===== config.mk =====
export PLATFORM = sky130hd
export DESIGN_NAME = ffi_flags
export DESIGN_NICKNAME = d
export VERILOG_FILES = /design/src/hw/ffi_pkg.sv /design/src/hw/ffi_flags.sv
export SDC_FILE = /design/constraint.sdc
export NUM_CORES = 1
export LEC_CHECK = 0
export BUFFER_PORTS_ARGS = -buffer_cell sky130_fd_sc_hd__buf_2
export CAP_MARGIN = 20
export CORE_AREA = 2 2 111 113
export DETAILED_ROUTE_END_ITERATION = 12
export DIE_AREA = 0 0 113 115
export MAX_ROUTING_LAYER = met4
export PLACE_DENSITY = 0.59
export SYNTH_ARGS = -nofsm -noshare
export SYNTH_HDL_FRONTEND = slang
export SYNTH_SLANG_ARGS = --single-unit

===== constraint.sdc =====
create_clock -name clk_i -period 2.8 [get_ports clk_i]
set_input_delay 0.84 -clock clk_i [delete_from_list [all_inputs] [get_ports clk_i]]
set_output_delay 0.84 -clock clk_i [all_outputs]
set_load 0.01 [all_outputs]

===== src/hw/ffi_pkg.sv =====
package ffi_pkg;
   localparam int unsigned WORD_W = 48;
   localparam int unsigned NUM_CHAN = 4;
   // Flag bit positions in the fault flag register
   localparam int unsigned BIT_SHIFT = 1;
   localparam int unsigned BIT_DIVIDE = 2;
   localparam int unsigned BIT_FIXOVF = 3;
   localparam int unsigned BIT_EXPOVF = 4;
   localparam int unsigned BIT_EXPUNF = 5;
   localparam int unsigned BIT_IOPAR0 = 20;
   localparam int unsigned BIT_BOUNDS = 42;
   localparam int unsigned BIT_MANUAL = 43;
   localparam int unsigned BIT_OPPAR = 45;
   localparam int unsigned BIT_INSPAR = 46;
   // Fault thresholds
   localparam logic [7:0] SHIFT_MAX_SINGLE = 8'h30;
   localparam logic [7:0] SHIFT_MAX_DOUBLE = 8'h60;
   localparam int unsigned EXP_W = 12;
   localparam logic signed [EXP_W-1:0] EXP_LIMIT = 12'sh3ff;
   localparam int unsigned MAG_LIMIT_BIT = 47;
   localparam logic [WORD_W-1:0] FLAGS_RESET = 48'h0;

   // Internal-function clear commands, one bit each
   typedef struct packed {
      logic arith;
      logic shift;
      logic divide;
      logic expovf;
      logic expunf;
      logic fixovf;
      logic iopar;
      logic parity;
      logic manual_sel;
      logic manual_clr;
      logic bounds_mask_clr;
      logic bounds_mask_set;
      logic intsys;
   } ffi_clear_t;

   // Operation results reported by the arithmetic and shift units
   typedef struct packed {
      logic shift_req;
      logic shift_double;
      logic [7:0] shift_count;
      logic fix_addsub;
      logic [WORD_W:0] fix_sum;
      logic int_div;
      logic [WORD_W:0] int_quot;
      logic div_zero;
      logic flt_div_coef_big;
      logic flt_op;
      logic signed [EXP_W-1:0] flt_exp;
      logic flt_coef_in_nz;
      logic flt_coef_res_z;
   } ffi_arith_t;

   // Storage and bounds events
   typedef struct packed {
      logic operand_par_err;
      logic instr_par_err;
      logic [NUM_CHAN-1:0] io_par_err;
      logic write_ref;
      logic jump_ref;
      logic fetch_ref;
      logic [7:0] ref_addr_hi;
      logic [7:0] lower_bound;
      logic [7:0] upper_bound;
   } ffi_mem_t;

   typedef struct packed {
      logic shift;
      logic divide;
      logic expovf;
      logic expunf;
      logic fixovf;
      logic oppar;
   } ffi_lamps_t;
endpackage


===== src/hw/ffi_flags.sv =====
// Summary of operation
// RL1: Single shift over 48 or double shift over 96 places sets flag bit 1.
// RL2: A shift count fault suppresses the shift entirely.
// RL3: Shift flag clears on arith, shift or system clear, or master clear.
// RL4: Divide flag bit 2 on big quotient, zero divisor or big coefficient.
// RL5: Arithmetic flags clear on group, own or system clear, or master clear.
// RL6: Exponent above 2^10-1 in floating ops sets flag bit 4.
// RL7: Exponent overflow leaves the formed result untouched.
// RL8: Zero result from nonzero inputs on overflow keeps residue, sets bit 4.
// RL9: Exponent below -(2^10-1) in floating ops sets flag bit 5.
// RL10: Exponent underflow clears both arithmetic registers to positive zero.
// RL11: Zero result from nonzero inputs masks underflow flag and lamp.
// RL12: Fixed sum or difference magnitude at least 2^47 sets flag bit 3.
// RL13: Channel parity error sets bits 20-23; cleared by I/O or system clear.
// RL14: Operand parity error sets bit 45; cleared by parity or system clear.
// RL15: Instruction parity error sets bit 46; same clears as bit 45.
// RL16: Manual interrupt switch sets bit 43 only when mask bit 43 is set.
// RL17: Manual flag clears on select, clear, system clear or master clear.
// RL18: Out-of-bounds reference with system active and mask 42 sets bit 42.
// RL19: Bounds flag clears on mask clear, redundant mask set, system clear.
// RL20: Console lamps for shift, divide, overflows and operand parity.
// RL21: Faults are recorded while execution continues; no halt is raised.
// RL22: Manual switch forces interrupt only with mask set and system active.
// RL23: Channel n maps to flag bit 20 plus n.
// RL24: A set and a clear in the same cycle leave the flag set.
`timescale 1ns/10ps
`default_nettype none
module ffi_flags (
   // Clock and reset
   input wire logic clk_i,
   input wire logic resetn_i,
   // Console
   input wire logic master_clear_i,
   input wire logic manual_switch_i,
   // Interrupt system state
   input wire logic intsys_active_i,
   input wire logic [ffi_pkg::WORD_W-1:0] mask_i,
   // Unit reports
   input wire ffi_pkg::ffi_arith_t arith_i,
   input wire ffi_pkg::ffi_mem_t mem_i,
   input wire ffi_pkg::ffi_clear_t clear_i,
   // Results to the processor
   output logic [ffi_pkg::WORD_W-1:0] fault_flag_register_o,
   output logic shift_inhibit_o,
   output logic regs_zero_o,
   output logic manual_irq_o,
   output logic halt_o,
   output ffi_pkg::ffi_lamps_t lamps_o
);
   typedef struct packed {
      logic [ffi_pkg::WORD_W-1:0] flags;
      logic shift_inhibit;
      logic regs_zero;
      logic manual_irq;
      logic halt;
      ffi_pkg::ffi_lamps_t lamps;
   } ffi_state_t;

   logic [1:0] rst_sync;
   logic rst_n;
   ffi_state_t st;
   ffi_state_t next_st;

   // Reset released through two flops, asserted at once
   always_ff @(posedge clk_i or negedge resetn_i) begin
      if (!resetn_i) begin
         rst_sync <= 2'h0;
      end else begin
         rst_sync <= {rst_sync[0], 1'b1};
      end
   end
   assign rst_n = rst_sync[1];

   logic shift_fault, div_fault, exp_ovf, exp_unf_raw, exp_unf, fix_ovf;
   logic oob, residue_case, mag_quot, mag_sum;
   logic [ffi_pkg::WORD_W-1:0] set_v, clr_v;
   logic [7:0] shift_max;
   logic [ffi_pkg::WORD_W:0] abs_q, abs_s;

   always_comb begin
      shift_max = arith_i.shift_double ? ffi_pkg::SHIFT_MAX_DOUBLE
                                       : ffi_pkg::SHIFT_MAX_SINGLE;
      shift_fault = arith_i.shift_req &&
                    (arith_i.shift_count > shift_max); // RL1
      abs_q = arith_i.int_quot[ffi_pkg::WORD_W] ? -arith_i.int_quot
                                                : arith_i.int_quot;
      abs_s = arith_i.fix_sum[ffi_pkg::WORD_W] ? -arith_i.fix_sum
                                               : arith_i.fix_sum;
      // Any bit at or above 47 means magnitude reached 2^47
      mag_quot = |abs_q[ffi_pkg::WORD_W:ffi_pkg::MAG_LIMIT_BIT];
      mag_sum = |abs_s[ffi_pkg::WORD_W:ffi_pkg::MAG_LIMIT_BIT];
      div_fault = (arith_i.int_div && mag_quot) || arith_i.div_zero ||
                  arith_i.flt_div_coef_big; // RL4
      exp_ovf = arith_i.flt_op &&
                (arith_i.flt_exp > ffi_pkg::EXP_LIMIT); // RL6
      residue_case = arith_i.flt_coef_in_nz && arith_i.flt_coef_res_z;
      exp_unf_raw = arith_i.flt_op &&
                    (arith_i.flt_exp < -ffi_pkg::EXP_LIMIT); // RL9
      exp_unf = exp_unf_raw && !residue_case; // RL11
      fix_ovf = arith_i.fix_addsub && mag_sum; // RL12
      oob = intsys_active_i && mask_i[ffi_pkg::BIT_BOUNDS] &&
            (mem_i.write_ref || mem_i.jump_ref || mem_i.fetch_ref) &&
            ((mem_i.ref_addr_hi < mem_i.lower_bound) ||
             (mem_i.ref_addr_hi > mem_i.upper_bound)); // RL18

      set_v = '0;
      set_v[ffi_pkg::BIT_SHIFT] = shift_fault;
      set_v[ffi_pkg::BIT_DIVIDE] = div_fault;
      set_v[ffi_pkg::BIT_FIXOVF] = fix_ovf;
      set_v[ffi_pkg::BIT_EXPOVF] = exp_ovf; // RL8
      set_v[ffi_pkg::BIT_EXPUNF] = exp_unf;
      set_v[ffi_pkg::BIT_IOPAR0 +: ffi_pkg::NUM_CHAN] =
         mem_i.io_par_err; // RL23
      set_v[ffi_pkg::BIT_OPPAR] = mem_i.operand_par_err; // RL14
      set_v[ffi_pkg::BIT_INSPAR] = mem_i.instr_par_err; // RL15
      set_v[ffi_pkg::BIT_MANUAL] = manual_switch_i &&
                                   mask_i[ffi_pkg::BIT_MANUAL]; // RL16
      set_v[ffi_pkg::BIT_BOUNDS] = oob;

      // System clear and master clear wipe everything
      clr_v = {ffi_pkg::WORD_W{clear_i.intsys || master_clear_i}};
      clr_v[ffi_pkg::BIT_SHIFT] |= clear_i.arith || clear_i.shift; // RL3
      clr_v[ffi_pkg::BIT_DIVIDE] |= clear_i.arith || clear_i.divide; // RL5
      clr_v[ffi_pkg::BIT_EXPOVF] |= clear_i.arith || clear_i.expovf;
      clr_v[ffi_pkg::BIT_EXPUNF] |= clear_i.arith || clear_i.expunf;
      clr_v[ffi_pkg::BIT_FIXOVF] |= clear_i.arith || clear_i.fixovf;
      clr_v[ffi_pkg::BIT_IOPAR0 +: ffi_pkg::NUM_CHAN] |=
         {ffi_pkg::NUM_CHAN{clear_i.iopar}}; // RL13
      clr_v[ffi_pkg::BIT_OPPAR] |= clear_i.parity;
      clr_v[ffi_pkg::BIT_INSPAR] |= clear_i.parity;
      clr_v[ffi_pkg::BIT_MANUAL] |= clear_i.manual_sel ||
                                    clear_i.manual_clr; // RL17
      clr_v[ffi_pkg::BIT_BOUNDS] |= clear_i.bounds_mask_clr ||
         (clear_i.bounds_mask_set && mask_i[ffi_pkg::BIT_BOUNDS]); // RL19

      next_st = st;
      next_st.flags = (st.flags & ~clr_v) | set_v; // RL24
      // The shift unit reads this in the following cycle and holds off
      next_st.shift_inhibit = shift_fault; // RL2
      // Result kept as formed on overflow; only underflow zeroes A and Q
      next_st.regs_zero = exp_unf_raw && !residue_case; // RL7 RL10
      next_st.manual_irq = next_st.flags[ffi_pkg::BIT_MANUAL] &&
                           intsys_active_i; // RL22
      next_st.lamps.shift = next_st.flags[ffi_pkg::BIT_SHIFT]; // RL20
      next_st.lamps.divide = next_st.flags[ffi_pkg::BIT_DIVIDE];
      next_st.lamps.expovf = next_st.flags[ffi_pkg::BIT_EXPOVF];
      next_st.lamps.expunf = next_st.flags[ffi_pkg::BIT_EXPUNF];
      next_st.lamps.fixovf = next_st.flags[ffi_pkg::BIT_FIXOVF];
      next_st.lamps.oppar = next_st.flags[ffi_pkg::BIT_OPPAR];
      next_st.halt = 1'b0; // RL21
   end

   always_ff @(posedge clk_i or negedge rst_n) begin
      if (!rst_n) begin
         st <= '0;
      end else begin
         st <= next_st;
      end
   end

   assign fault_flag_register_o = st.flags;
   assign shift_inhibit_o = st.shift_inhibit;
   assign regs_zero_o = st.regs_zero;
   assign manual_irq_o = st.manual_irq;
   assign lamps_o = st.lamps;
   // Faults never stop the processor
   assign halt_o = st.halt;
endmodule
`default_nettype wire


==> reports/qor.yml <==
outcome: "complete, but fails checks"
violations: "DRC"
worst_slew_pin_slew_ps: 672.0
grt_use_total: 0.1269
max-vdd-ir-drop_mv: 0.2187
drc_errors: 9
gp_congestion: 0.7917
grt_pass1_vias: 2538
synth_cell_types: 36
final_antenna_net_count: 0
synth_nets: 475
post-route-period-util: 0.7793
critical-path-max-stage-delay_ps: 430
synth-warning-count: 0
routed_via_density: 4.284
diodes: 0
critPathArrivalTime_ps: 2360
layout_common_cells: "236 x buf_2, 52 x dfrtp_1, 36 x and2_1, 21 x inv_1, 18 x nor4_1"
cts_buffers: 5
synth-compound-area-share: 0.09420
drtIter0Drc: 166
hold-worst-slack_ps: 310.1
synthAdderAreaFrac: 0.08428
antenna_found_initial: 0
cellPowerDensity_nw_per_um2: 439.8
setup_viol: 0
die-area_um2: 13000
synth_simple_gate_area_frac: 0.2295
yosys_register_bits: 53
fp.coreArea_um2: 11810
fmax_mhz: 458.3
fin_nets: 712
cts_hold_buffers: 0
synth-edff-count: 0
pre_cts_ws_ps: 328.5
drv_cap: 0
fin_skew_ps: 5.097
rows: 40
synth_top_family_by_area: "simple AND/OR/NAND/NOR gates"
netlist_instances: 232
timing.final.ws_setup_ps: 618.1
ys.flop_type: "dfrtp_1"
initial_core_util: 0.2137
place_area_um2: 3859
hpwl_um: 7244
htree_num_levels: 2
start_kind: "input pin"
stdcell_area_um2: 4035
slew_headroom: 0.5520
cts.sinks: 53
fp.dieH_um: 115
die_x_um: 113
cts_setup_buffers: 0
area_growth_syn_to_layout_pct: 59.89
globalRouteOverflowTotal: 0
cp.required_ps: 2980
mappedNetlistArea_um2: 2524
finalMaxSlewViolations: 0
clock-root-buffer: "clkbuf_16"
yosys-mux-area-fraction: 0
hold_path_class: "reg -> async"
drive_above_1_share: 0.5362
ios: 284
path_class: "in -> reg"
first_pass_iters: 8
worstPathMaxFanout: 2
crit_slowest_cell: "or4b_1"
crit_chain: "buf_2 -> inv_1 -> ha_1 -> or4b_1 -> o32a_1 -> o21a_1 -> a31o_2"
finalSetupTns_ps: 0
cts_tree: "done"
syn_avg_cell_area_um2: 10.88
grt_pass1_wl_um: 12720
period_minus_slack_ps: 2182
synth_xor_area_frac: 0.006941
wire_per_inst_um: 13.63
num_vias: 2643
clockBufferDepth: 2
final_hold_viol_count: 0
final_common_cell: "buf_2"
endpoint_kind: "flop"
drt_wl_total_um: 8409
synthArstFlopShare: 1.000
ys_seq_area_frac: 0.5255
path_delay_family: "compound AO/OA/AOI/OAI gates"
grt_max_degree: 32
fillCellCount: 1219
io_buffers: 236
rsz0062_at_grt: "false"
cts_resized: 0
clk_pin_slew_ps: 70
p_leak_nw: 2.330
clock_latency_ps: 280
final_util: 0.3416
path_buf_inv: 2
registers in the layout (all words and copies together), names as in the netlist:
signal and count:
regs_zero_o 1, manual_irq_o 1, rst_sync 2, shift_inhibit_o 1, fault_flag_register_o 48
path summary, 6_finish.rpt:
check,cells past startpoint,to,slack [ps],startpoint
setup / recovery,7,fault_flag_register_o[1]$_DFF_PN0_,620,arith_i[125]
hold / removal,0,fault_flag_register_o[46]$_DFF_PN0_,310,rst_sync[1]$_DFF_PN0_
min in group clk_i,0,rst_sync[1]$_DFF_PN0_,360,rst_sync[0]$_DFF_PN0_
max in group asynchronous,1,fault_flag_register_o[3]$_DFF_PN0_,1880,rst_sync[1]$_DFF_PN0_
setup reg to reg,3,fault_flag_register_o[2]$_DFF_PN0_,1550,fault_flag_register_o[2]$_DFF_PN0_
hold reg to reg,0,fault_flag_register_o[46]$_DFF_PN0_,310,rst_sync[1]$_DFF_PN0_
kinds of logic (layout without fill, tap and decap cells):
family | Yosys count | count (layout)
AO/OA/AOI/OAI | 33 | 33
XOR/XNOR | 2 | 2
adder cells (fa/ha/maj) | 17 | 17
buffers and inverters | 31 | 269
flip-flops | 53 | 53
other | 2 | 2
AND/OR/NAND/NOR | 94 | 94
power breakdown:
group	leakage (nW)	total [mW]	switching, mW	internal, mW
Sequential	0.708	0.799	0.0176	0.781
Combinational	1.54	0.264	0.119	0.145
Clock	0.0831	0.712	0.266	0.446
Total	2.33	1.77	0.403	1.37
cell usage after synthesis (all sizes together) (2+ instances only):
cell type	count	area, µm²
o31ai	2	15.01
nand3	4	20.02
nor3	5	25.02
nand2	5	18.77
a21boi	2	15.01
nor4	18	112.6
o21ai	4	20.02
a21o	6	45.04
a211oi	2	15.01
dfrtp	53	1326
nor4b	4	35.03
nand4	4	25.02
a31o	2	17.52
and4	2	17.52
nand3b	3	22.52
or4	4	30.03
a21oi	6	30.03
and2	36	225.2
clkbuf	3	11.26
ha	17	212.7
conb	2	7.510
buf	7	52.55
nor2	6	22.52
a211o	2	17.52
inv	21	78.83
xor2	2	17.52
layout make-up:
type                    count  area [µm²]  area share
well taps                 147       183.9     0.04558
repair buffers            240        1211      0.3002
inverters                  21       78.83     0.01953
flip-flops and latches     53        1328      0.3290
multi-input cells         148        1057      0.2620
clock buffers               6       138.9     0.03442
clock inverters             2       37.54    0.009302
metrics by stage:
step | total power [mW] | std cells
after detailed placement | 1.080 | 609
after global routing | 1.885 | 617
final | 1.775 | 617
after global placement | 1.072 | 609
after CTS | 1.813 | 617
after floorplan | 0.9043 | 232
per-layer routing:
layer,share of wire,GRT usage
met5,0,-
met4,0.0040,0.02033
met3,0.075,0.02847
met2,0.49,0.2072
met1,0.43,0.1650
(Power assumes the default switching activity.)
